--- config.mk ---
export PLATFORM = sky130hd
export DESIGN_NAME = gpp_port
export DESIGN_NICKNAME = d
export VERILOG_FILES = /design/src/inc/gpp_pkg.sv /design/src/verilog/gpp_pin_cell.sv /design/src/verilog/gpp_port.sv /design/src/verilog/gpp_sync.sv
export SDC_FILE = /design/constraint.sdc
export NUM_CORES = 1
export LEC_CHECK = 0
export BUFFER_PORTS_ARGS = -buffer_cell sky130_fd_sc_hd__buf_2
export CORE_MARGIN = 2
export CORE_UTILIZATION = 63
export DETAILED_ROUTE_END_ITERATION = 16
export GPL_TIMING_DRIVEN = 0
export HOLD_SLACK_MARGIN = 0.03
export PLACE_DENSITY = 0.83
export SLEW_MARGIN = 20
export SYNTH_ARGS = -nofsm -noshare
export SYNTH_HDL_FRONTEND = slang
export SYNTH_SLANG_ARGS = --single-unit
--- constraint.sdc ---
create_clock -name clk_i -period 4.4 [get_ports clk_i]
set_input_delay 0.66 -clock clk_i [delete_from_list [all_inputs] [get_ports clk_i]]
set_output_delay 0.66 -clock clk_i [all_outputs]
set_load 0.05 [all_outputs]
--- src/inc/gpp_pkg.sv ---
package gpp_pkg;

    // pin count and grouping: two sets of six byte-wide registers
    localparam int NUM_PINS = 16;
    localparam int GRP_W    = 8;
    localparam int NUM_GRPS = 2;

    // register index within one set
    localparam logic [2:0] REG_INT_EN    = 3'h0;
    localparam logic [2:0] REG_LEVEL     = 3'h1;
    localparam logic [2:0] REG_TRISTATE  = 3'h2;
    localparam logic [2:0] REG_INVERT    = 3'h3;
    localparam logic [2:0] REG_DIRECTION = 3'h4;
    localparam logic [2:0] REG_OPEN_DRN  = 3'h5;

    // reset values of one set (one byte)
    localparam logic [GRP_W-1:0] RST_INT_EN    = 8'h00;
    localparam logic [GRP_W-1:0] RST_LEVEL     = 8'h00;
    localparam logic [GRP_W-1:0] RST_TRISTATE  = 8'h00;
    localparam logic [GRP_W-1:0] RST_INVERT    = 8'h00;
    localparam logic [GRP_W-1:0] RST_DIRECTION = 8'hff;
    localparam logic [GRP_W-1:0] RST_OPEN_DRN  = 8'h00;
    localparam logic [GRP_W-1:0] RDATA_NONE    = 8'h00;

endpackage

--- src/verilog/gpp_pin_cell.sv ---
module gpp_pin_cell
    import gpp_pkg::*;
(
    // clock and reset
    input  wire logic clk_i,
    input  wire logic reset_n_i,
    // synchronised pin level
    input  wire logic pin_sync_i,
    // per-pin settings
    input  wire logic dir_in_i,
    input  wire logic int_en_i,
    input  wire logic invert_i,
    input  wire logic level_i,
    input  wire logic tristate_i,
    input  wire logic open_drain_i,
    // timer takeover
    input  wire logic timer_sel_i,
    input  wire logic timer_val_i,
    // pad drive
    output logic      pin_o,
    output logic      pin_oe_n_o,
    // input status and edge event
    output logic      status_o,
    output logic      edge_o
);

    logic in_mode;
    logic prev_q;
    logic pin_d;
    logic oe_n_d;
    logic pin_q;
    logic oe_n_q;

    // the timer owner makes the pin an output, so it never interrupts
    assign in_mode  = dir_in_i & ~timer_sel_i;
    assign status_o = pin_sync_i ^ invert_i;

    always_ff @(posedge clk_i)
    begin
        if (!reset_n_i)
            prev_q <= 1'b0;
        else
            prev_q <= status_o;
    end

    // rising edge of the inverted-or-not level: polarity set by invert bit
    assign edge_o = in_mode & int_en_i & status_o & ~prev_q;

    always_comb
    begin
        pin_d  = 1'b0;
        oe_n_d = 1'b1;
        if (timer_sel_i)
        begin
            pin_d  = timer_val_i;
            oe_n_d = 1'b0;
        end
        else if (dir_in_i)
        begin
            oe_n_d = 1'b1;
        end
        else if (tristate_i)
        begin
            oe_n_d = 1'b1;
        end
        else if (open_drain_i)
        begin
            oe_n_d = level_i;
        end
        else
        begin
            pin_d  = level_i;
            oe_n_d = 1'b0;
        end
    end

    // registered pad drive keeps the pin free of decode glitches
    always_ff @(posedge clk_i)
    begin
        if (!reset_n_i)
        begin
            pin_q  <= 1'b0;
            oe_n_q <= 1'b1;
        end
        else
        begin
            pin_q  <= pin_d;
            oe_n_q <= oe_n_d;
        end
    end

    assign pin_o      = pin_q;
    assign pin_oe_n_o = oe_n_q;

endmodule

--- src/verilog/gpp_port.sv ---
// Contract
// - direction bit 1 makes a pin input, 0 output; reset makes all inputs.
// - inversion bit 1 inverts sampled input before status and interrupt use.
// - interrupt-enable bit 1 lets a pin interrupt; 0, the reset value, blocks.
// - interrupt-enable bit N governs pin N.
// - a pin set as output never raises an interrupt.
// - interrupts are edge sensed; inversion picks active-high or active-low.
// - all enabled pin interrupts OR into one request for UART channel 0.
// - reading the level register clears the pending pin interrupt; here a read clears only the eight pins of the set read.
// - level reads give input state; written level drives outputs; resets 0.
// - tri-state bit 1 floats an output pin; 0 drives the level.
// - open-drain bit 1 makes the output open-drain; 0, reset, drives normally.
// - open-drain setting is ignored while the pin is an input.
// - pin 0 given to timer follows timer output; all settings lose control.
// - registers form two sets of six, each set covering eight pins.
module gpp_port
    import gpp_pkg::*;
(
    // clock and reset
    input  wire logic                clk_i,
    input  wire logic                reset_n_i,
    // register port
    input  wire logic                reg_grp_i,
    input  wire logic [2:0]          reg_addr_i,
    input  wire logic                reg_wr_i,
    input  wire logic                reg_rd_i,
    input  wire logic [GRP_W-1:0]    reg_wdata_i,
    output logic      [GRP_W-1:0]    reg_rdata_o,
    output logic                     reg_rvalid_o,
    // timer takeover of pin 0
    input  wire logic                timer_pin0_sel_i,
    input  wire logic                timer_out_i,
    // pins
    input  wire logic [NUM_PINS-1:0] general_pin_i,
    output logic      [NUM_PINS-1:0] general_pin_o,
    output logic      [NUM_PINS-1:0] general_pin_oe_n_o,
    // combined pin interrupt toward uart channel 0 status
    output logic                     general_pin_irq_o
);

    logic [NUM_PINS-1:0] int_en_q;
    logic [NUM_PINS-1:0] level_q;
    logic [NUM_PINS-1:0] tristate_q;
    logic [NUM_PINS-1:0] invert_q;
    logic [NUM_PINS-1:0] dir_in_q;
    logic [NUM_PINS-1:0] open_drn_q;
    logic [NUM_PINS-1:0] pend_q;
    logic [NUM_PINS-1:0] pin_sync;
    logic [NUM_PINS-1:0] status;
    logic [NUM_PINS-1:0] edge_ev;
    logic [NUM_PINS-1:0] level_view;
    logic [NUM_PINS-1:0] rd_word;
    logic [NUM_PINS-1:0] grp_mask;
    logic [NUM_PINS-1:0] clr_mask;
    logic [GRP_W-1:0]    rdata_q;
    logic                rvalid_q;
    logic                irq_q;
    logic                lvl_read;
    logic                any_pend;
    logic [GRP_W-1:0]    rd_byte;

    // per-register write strobes
    logic                we_int_en;
    logic                we_level;
    logic                we_tristate;
    logic                we_invert;
    logic                we_direction;
    logic                we_open_drn;
    logic [NUM_PINS-1:0] tmr_sel;
    logic [NUM_PINS-1:0] tmr_val;

    // replace one byte-wide set of a sixteen-bit register
    function automatic logic [NUM_PINS-1:0] put_byte(
        input logic [NUM_PINS-1:0] old,
        input logic                grp,
        input logic [GRP_W-1:0]    d
    );
        logic [NUM_PINS-1:0] r;
        r = old;
        if (grp)
        begin
            r[NUM_PINS-1:GRP_W] = d;
        end
        else
        begin
            r[GRP_W-1:0] = d;
        end
        return r;
    endfunction

    // indices 6 and 7 decode to no strobe, so writes there are dropped
    assign we_int_en    = reg_wr_i && (reg_addr_i == REG_INT_EN);
    assign we_level     = reg_wr_i && (reg_addr_i == REG_LEVEL);
    assign we_tristate  = reg_wr_i && (reg_addr_i == REG_TRISTATE);
    assign we_invert    = reg_wr_i && (reg_addr_i == REG_INVERT);
    assign we_direction = reg_wr_i && (reg_addr_i == REG_DIRECTION);
    assign we_open_drn  = reg_wr_i && (reg_addr_i == REG_OPEN_DRN);

    // register writes, one set per access
    always_ff @(posedge clk_i)
    begin
        if (!reset_n_i)
        begin
            int_en_q <= {NUM_GRPS{RST_INT_EN}};
        end
        else if (we_int_en)
        begin
            int_en_q <= put_byte(int_en_q, reg_grp_i, reg_wdata_i);
        end
    end

    always_ff @(posedge clk_i)
    begin
        if (!reset_n_i)
        begin
            level_q <= {NUM_GRPS{RST_LEVEL}};
        end
        else if (we_level)
        begin
            level_q <= put_byte(level_q, reg_grp_i, reg_wdata_i);
        end
    end

    always_ff @(posedge clk_i)
    begin
        if (!reset_n_i)
        begin
            tristate_q <= {NUM_GRPS{RST_TRISTATE}};
        end
        else if (we_tristate)
        begin
            tristate_q <= put_byte(tristate_q, reg_grp_i, reg_wdata_i);
        end
    end

    always_ff @(posedge clk_i)
    begin
        if (!reset_n_i)
        begin
            invert_q <= {NUM_GRPS{RST_INVERT}};
        end
        else if (we_invert)
        begin
            invert_q <= put_byte(invert_q, reg_grp_i, reg_wdata_i);
        end
    end

    always_ff @(posedge clk_i)
    begin
        if (!reset_n_i)
        begin
            dir_in_q <= {NUM_GRPS{RST_DIRECTION}};
        end
        else if (we_direction)
        begin
            dir_in_q <= put_byte(dir_in_q, reg_grp_i, reg_wdata_i);
        end
    end

    always_ff @(posedge clk_i)
    begin
        if (!reset_n_i)
        begin
            open_drn_q <= {NUM_GRPS{RST_OPEN_DRN}};
        end
        else if (we_open_drn)
        begin
            open_drn_q <= put_byte(open_drn_q, reg_grp_i, reg_wdata_i);
        end
    end

    gpp_sync u_sync (
        .clk_i     (clk_i),
        .reset_n_i (reset_n_i),
        .async_i   (general_pin_i),
        .sync_o    (pin_sync)
    );

    // only pin 0 can be handed to the timer; the other cells see it tied off
    assign tmr_sel = {{(NUM_PINS-1){1'b0}}, timer_pin0_sel_i};
    assign tmr_val = {{(NUM_PINS-1){1'b0}}, timer_out_i};

    genvar g;
    generate
        for (g = 0; g < NUM_PINS; g++)
        begin : g_pin
            gpp_pin_cell u_cell (
                .clk_i        (clk_i),
                .reset_n_i    (reset_n_i),
                .pin_sync_i   (pin_sync[g]),
                .dir_in_i     (dir_in_q[g]),
                .int_en_i     (int_en_q[g]),
                .invert_i     (invert_q[g]),
                .level_i      (level_q[g]),
                .tristate_i   (tristate_q[g]),
                .open_drain_i (open_drn_q[g]),
                .timer_sel_i  (tmr_sel[g]),
                .timer_val_i  (tmr_val[g]),
                .pin_o        (general_pin_o[g]),
                .pin_oe_n_o   (general_pin_oe_n_o[g]),
                .status_o     (status[g]),
                .edge_o       (edge_ev[g])
            );
        end
    endgenerate

    // inputs show their (possibly inverted) state, outputs their written level
    assign level_view = (dir_in_q & status) | (~dir_in_q & level_q);

    // a level read clears only the pins of the set that was read
    assign lvl_read = reg_rd_i && (reg_addr_i == REG_LEVEL);
    assign grp_mask = {{GRP_W{reg_grp_i}}, {GRP_W{~reg_grp_i}}};
    assign clr_mask = lvl_read ? grp_mask : '0;

    // a new edge in the clearing cycle survives: set wins over clear
    always_ff @(posedge clk_i)
    begin
        if (!reset_n_i)
        begin
            pend_q <= '0;
        end
        else
        begin
            pend_q <= (pend_q & ~clr_mask) | edge_ev;
        end
    end

    // registered so the request toward the uart status never glitches
    assign any_pend = |pend_q;

    always_ff @(posedge clk_i)
    begin
        if (!reset_n_i)
        begin
            irq_q <= 1'b0;
        end
        else
        begin
            irq_q <= any_pend;
        end
    end

    // index decode shared by both sets; 6 and 7 are legal and read zero
    always_comb
    begin
        rd_word = '0;
        unique case (reg_addr_i)
            REG_INT_EN:
            begin
                rd_word = int_en_q;
            end
            REG_LEVEL:
            begin
                rd_word = level_view;
            end
            REG_TRISTATE:
            begin
                rd_word = tristate_q;
            end
            REG_INVERT:
            begin
                rd_word = invert_q;
            end
            REG_DIRECTION:
            begin
                rd_word = dir_in_q;
            end
            REG_OPEN_DRN:
            begin
                rd_word = open_drn_q;
            end
            default:
            begin
                rd_word = '0;
            end
        endcase
    end

    assign rd_byte = reg_grp_i ? rd_word[NUM_PINS-1:GRP_W] : rd_word[GRP_W-1:0];

    // read data registered; unused indices answer zero
    always_ff @(posedge clk_i)
    begin
        if (!reset_n_i)
        begin
            rdata_q  <= RDATA_NONE;
            rvalid_q <= 1'b0;
        end
        else
        begin
            rvalid_q <= reg_rd_i;
            if (reg_rd_i)
            begin
                rdata_q <= rd_byte;
            end
        end
    end

    assign reg_rdata_o       = rdata_q;
    assign reg_rvalid_o      = rvalid_q;
    assign general_pin_irq_o = irq_q;

endmodule

--- src/verilog/gpp_sync.sv ---
module gpp_sync
    import gpp_pkg::*;
(
    // clock and reset
    input  wire logic                clk_i,
    input  wire logic                reset_n_i,
    // asynchronous pins in, synchronised levels out
    input  wire logic [NUM_PINS-1:0] async_i,
    output logic      [NUM_PINS-1:0] sync_o
);

    logic [NUM_PINS-1:0] meta_q;
    logic [NUM_PINS-1:0] sync_q;

    // first stage feeds only the second stage
    always_ff @(posedge clk_i)
    begin
        if (!reset_n_i)
        begin
            meta_q <= '0;
            sync_q <= '0;
        end
        else
        begin
            meta_q <= async_i;
            sync_q <= meta_q;
        end
    end

    assign sync_o = sync_q;

endmodule
==> flow_summary.json <==
{
  "status": "completed",
  "power_density_nw_per_um2": 425,
  "yosysTopAreaCellShare_pct": 49.2,
  "antenna_found_initial": 0,
  "grt_setup_unrepaired": "false",
  "grt_pass1_wl_um": 36200,
  "synth_area_leaders": "dfxtp_1 49%, mux2i_1 11%, nor2_1 5.5%",
  "drive_gt1_share_pct": 18.6,
  "htree_num_levels": 1,
  "cp-startpoint": "reg_addr_i[1]",
  "dp_slack_ps": 1900,
  "skew_ps": 9.26,
  "timing.rr.start": "invert_q[11]",
  "die_w_um": 118,
  "syn_nets": 903,
  "core_area_um2": 12700,
  "path_max_fanout": 10,
  "post_cts.repair.setup_buffers": 0,
  "placed_area_um2": 8800,
  "cts_root_buf": "clkbuf_16",
  "irDropWorstVdd_mv": 0.393,
  "p_int_mw": 3.10,
  "drc": 0,
  "num_rows": 41,
  "async_flop_share_pct": 0,
  "cts_tree": "done",
  "die_area_um2": 14000,
  "hp-start": "general_pin_i[10]",
  "portBuffers": 73,
  "worst-setup-path-type": "in2reg",
  "initial_core_util_pct": 64.8,
  "holdWs_ps": 369,
  "fillers": 929,
  "power_mw": 4.05,
  "layout_setup_ws_ps": 2230,
  "synth_seq_cells": 202,
  "first_global_vias": 6263,
  "p_sw_share_pct": 23.5,
  "clk_latency_ps": 490,
  "fmax_mhz": 462,
  "yosysSeqAreaShare_pct": 49.2,
  "drt_first_pass_iters": 5,
  "worstHoldPathType": "in2reg",
  "n_antenna_cell": 0,
  "synth_edf_count": 0,
  "yosysTopAreaCell": "dfxtp_1",
  "numCtsBuffers": 21,
  "cts_resized": 0,
  "final_cells": 1151,
  "grtUsageTotal_pct": 34.0,
  "netlist_instances": 869,
  "post-place-cells": 1114,
  "first_iter_violations": 764,
  "switchingPower_mw": 0.951,
  "cp-end-kind": "register",
  "grt_overflow": 0,
  "finalSetupViolations": 0,
  "power_frac_comb_pct": 7.0,
  "cts.clk_slew.worst_paths_ps": 70,
  "seqPwrFrac_pct": 46.8,
  "place_hpwl_um": 17500,
  "tns_ps": 0,
  "cp.arrival_ps": 2530,
  "fin_crit_sh_pct": 49.2,
  "cts_hold_buf": 0,
  "cap_violations": 0,
  "maxSlewViolCount": 0,
  "area_delta_synth_final_pct": 15.9,
  "cts_sinks": 202,
  "yosysWarningCount": 0,
  "avgSynthCellArea_um2": 9.45,
  "via_per_inst": 5.98,
  "cts.path.max_buffers": 3,
  "wl_per_cell_um": 21.0,
  "io_pins": 76,
  "grt_max_degree": 16,
  "synth.distinct_cells": 42,
  "clockPowerShare_pct": 46.2,
  "fin_crit_ps": 2170,
  "nets": 999,
  "critPathRequiredTime_ps": 4760,
  "fin_area_um2": 9520,
  "finish.utilization_pct": 75.2,
  "hold_violations": 0,
  "relSlewSlack_pct": 41.7,
  "worst_pin_slew_ps": 868,
  "start_kind": "input port",
  "gp_congestion": 1.00,
  "synthFlopType": "dfxtp_1",
  "drt-total-wl_um": 24200,
  "synth_area_um2": 8220,
  "p_leak_nw": 4.05,
  "drtAntennaViolNets": 0,
  "num_vias": 6886,
  "die_h_um": 118
}
==> state kept, by name, summed over array words and instances (netlist names), 8 cells and up <==
name,flops
u_sync.sync_o,16
u_sync.meta_q,16
level_q,16
open_drn_q,16
reg_rdata_o,8
invert_q,16
int_en_q,16
pend_q,16
g_pin.u_cell.pin_o,16
dir_in_q,16
g_pin.u_cell.pin_oe_n_o,16
g_pin.u_cell.prev_q,16
tristate_q,16
==> synth_stat cells (all sizes together) (13+ instances only) <==
master    n
a21oi    37
and2     44
and4b    15
buf      48
clkbuf   36
dfxtp   202
mux2     15
mux2i    90
nand2    94
nand3    38
nor2    125
o21ai    13
==> layout make-up <==
| type | count | area, um2 | area share [%] |
|---|---|---|---|
| clock buffer | 25 | 551 | 5.78 |
| clock inverter | 12 | 176 | 1.85 |
| sequential | 202 | 4040 | 42.5 |
| tap | 172 | 215 | 2.26 |
| multi-input combinational | 582 | 3680 | 38.7 |
| inverter | 1 | 3.75 | 0.0394 |
| timing repair buffer | 73 | 365 | 3.84 |
| buffer | 84 | 483 | 5.07 |
==> cells in the final DEF (no fill, tap or decap), types with 5 or more instances in the layout <==
cell	netlist	layout
dfxtp_1	202	202
nor2_1	121	121
nand2_1	93	93
mux2i_1	90	90
buf_2	8	81
and2_1	44	44
clkbuf_1	36	39
nand3_1	38	38
a21oi_1	37	37
buf_4	36	36
clkbuf_16	0	21
and4b_1	15	15
mux2_2	15	15
o21ai_0	13	13
a22oi_1	12	12
xor2_1	10	10
nand4b_1	9	9
nor3_1	8	8
a211oi_1	7	7
xnor2_1	6	6
nor2b_1	6	6
a221oi_1	6	6
o221ai_1	6	6
o311a_1	6	6
nor4_1	5	5
nand3b_1	5	5
a31oi_1	5	5
==> path summary, 6_finish.rpt <==
path                  endpoint  slack, ps  cells after the start
max             reg_rdata_o[4]       2230                      7
min          u_sync.meta_q[10]        370                      2
max reg2reg     reg_rdata_o[3]       2560                      5
min reg2reg   u_sync.sync_o[0]        430                      1
==> metal layers <==
metal / vias to the layer above / routed length (um) / GRT usage, %
met2: 419 / 10600 / 52.1
met1: 3254 / 9940 / 47.5
met4: 0 / 830 / 12.7
met5: - / 0 / 0
met3: 57 / 2810 / 6.66
li1: 3156 / - / -
==> power by group through the flow <==
stage / Sequential, mW / Combinational (mW) / Clock (mW)
floorplan: 1.94 / 0.170 / 0
global placement: 1.93 / 0.272 / 0
detailed placement: 1.93 / 0.275 / 0
CTS: 1.89 / 0.277 / 1.87
global route: 1.90 / 0.298 / 1.95
finish: 1.89 / 0.284 / 1.87
==> cells by family (layout without fill, tap and decap cells) <==
| kind of cell | count (synthesis) | count (layout) | share of synthesized area (%) |
|---|---|---|---|
| buffers and inverters | 85 | 195 | 5.92 |
| AND/OR/NAND/NOR | 363 | 363 | 22.4 |
| AO/OA/AOI/OAI | 98 | 98 | 7.77 |
| multiplexers | 105 | 105 | 13.0 |
| XOR/XNOR | 16 | 16 | 1.71 |
| flip-flops | 202 | 202 | 49.2 |
==> worst max-delay path, cell delays in order <==
cell and delay [ps]:
buf_2 140, buf_4 210, nor3b_4 560, o21ai_0 290
a21oi_1 210, nor3_1 90, a211oi_1 370
Power figures use the tool's default switching activity.
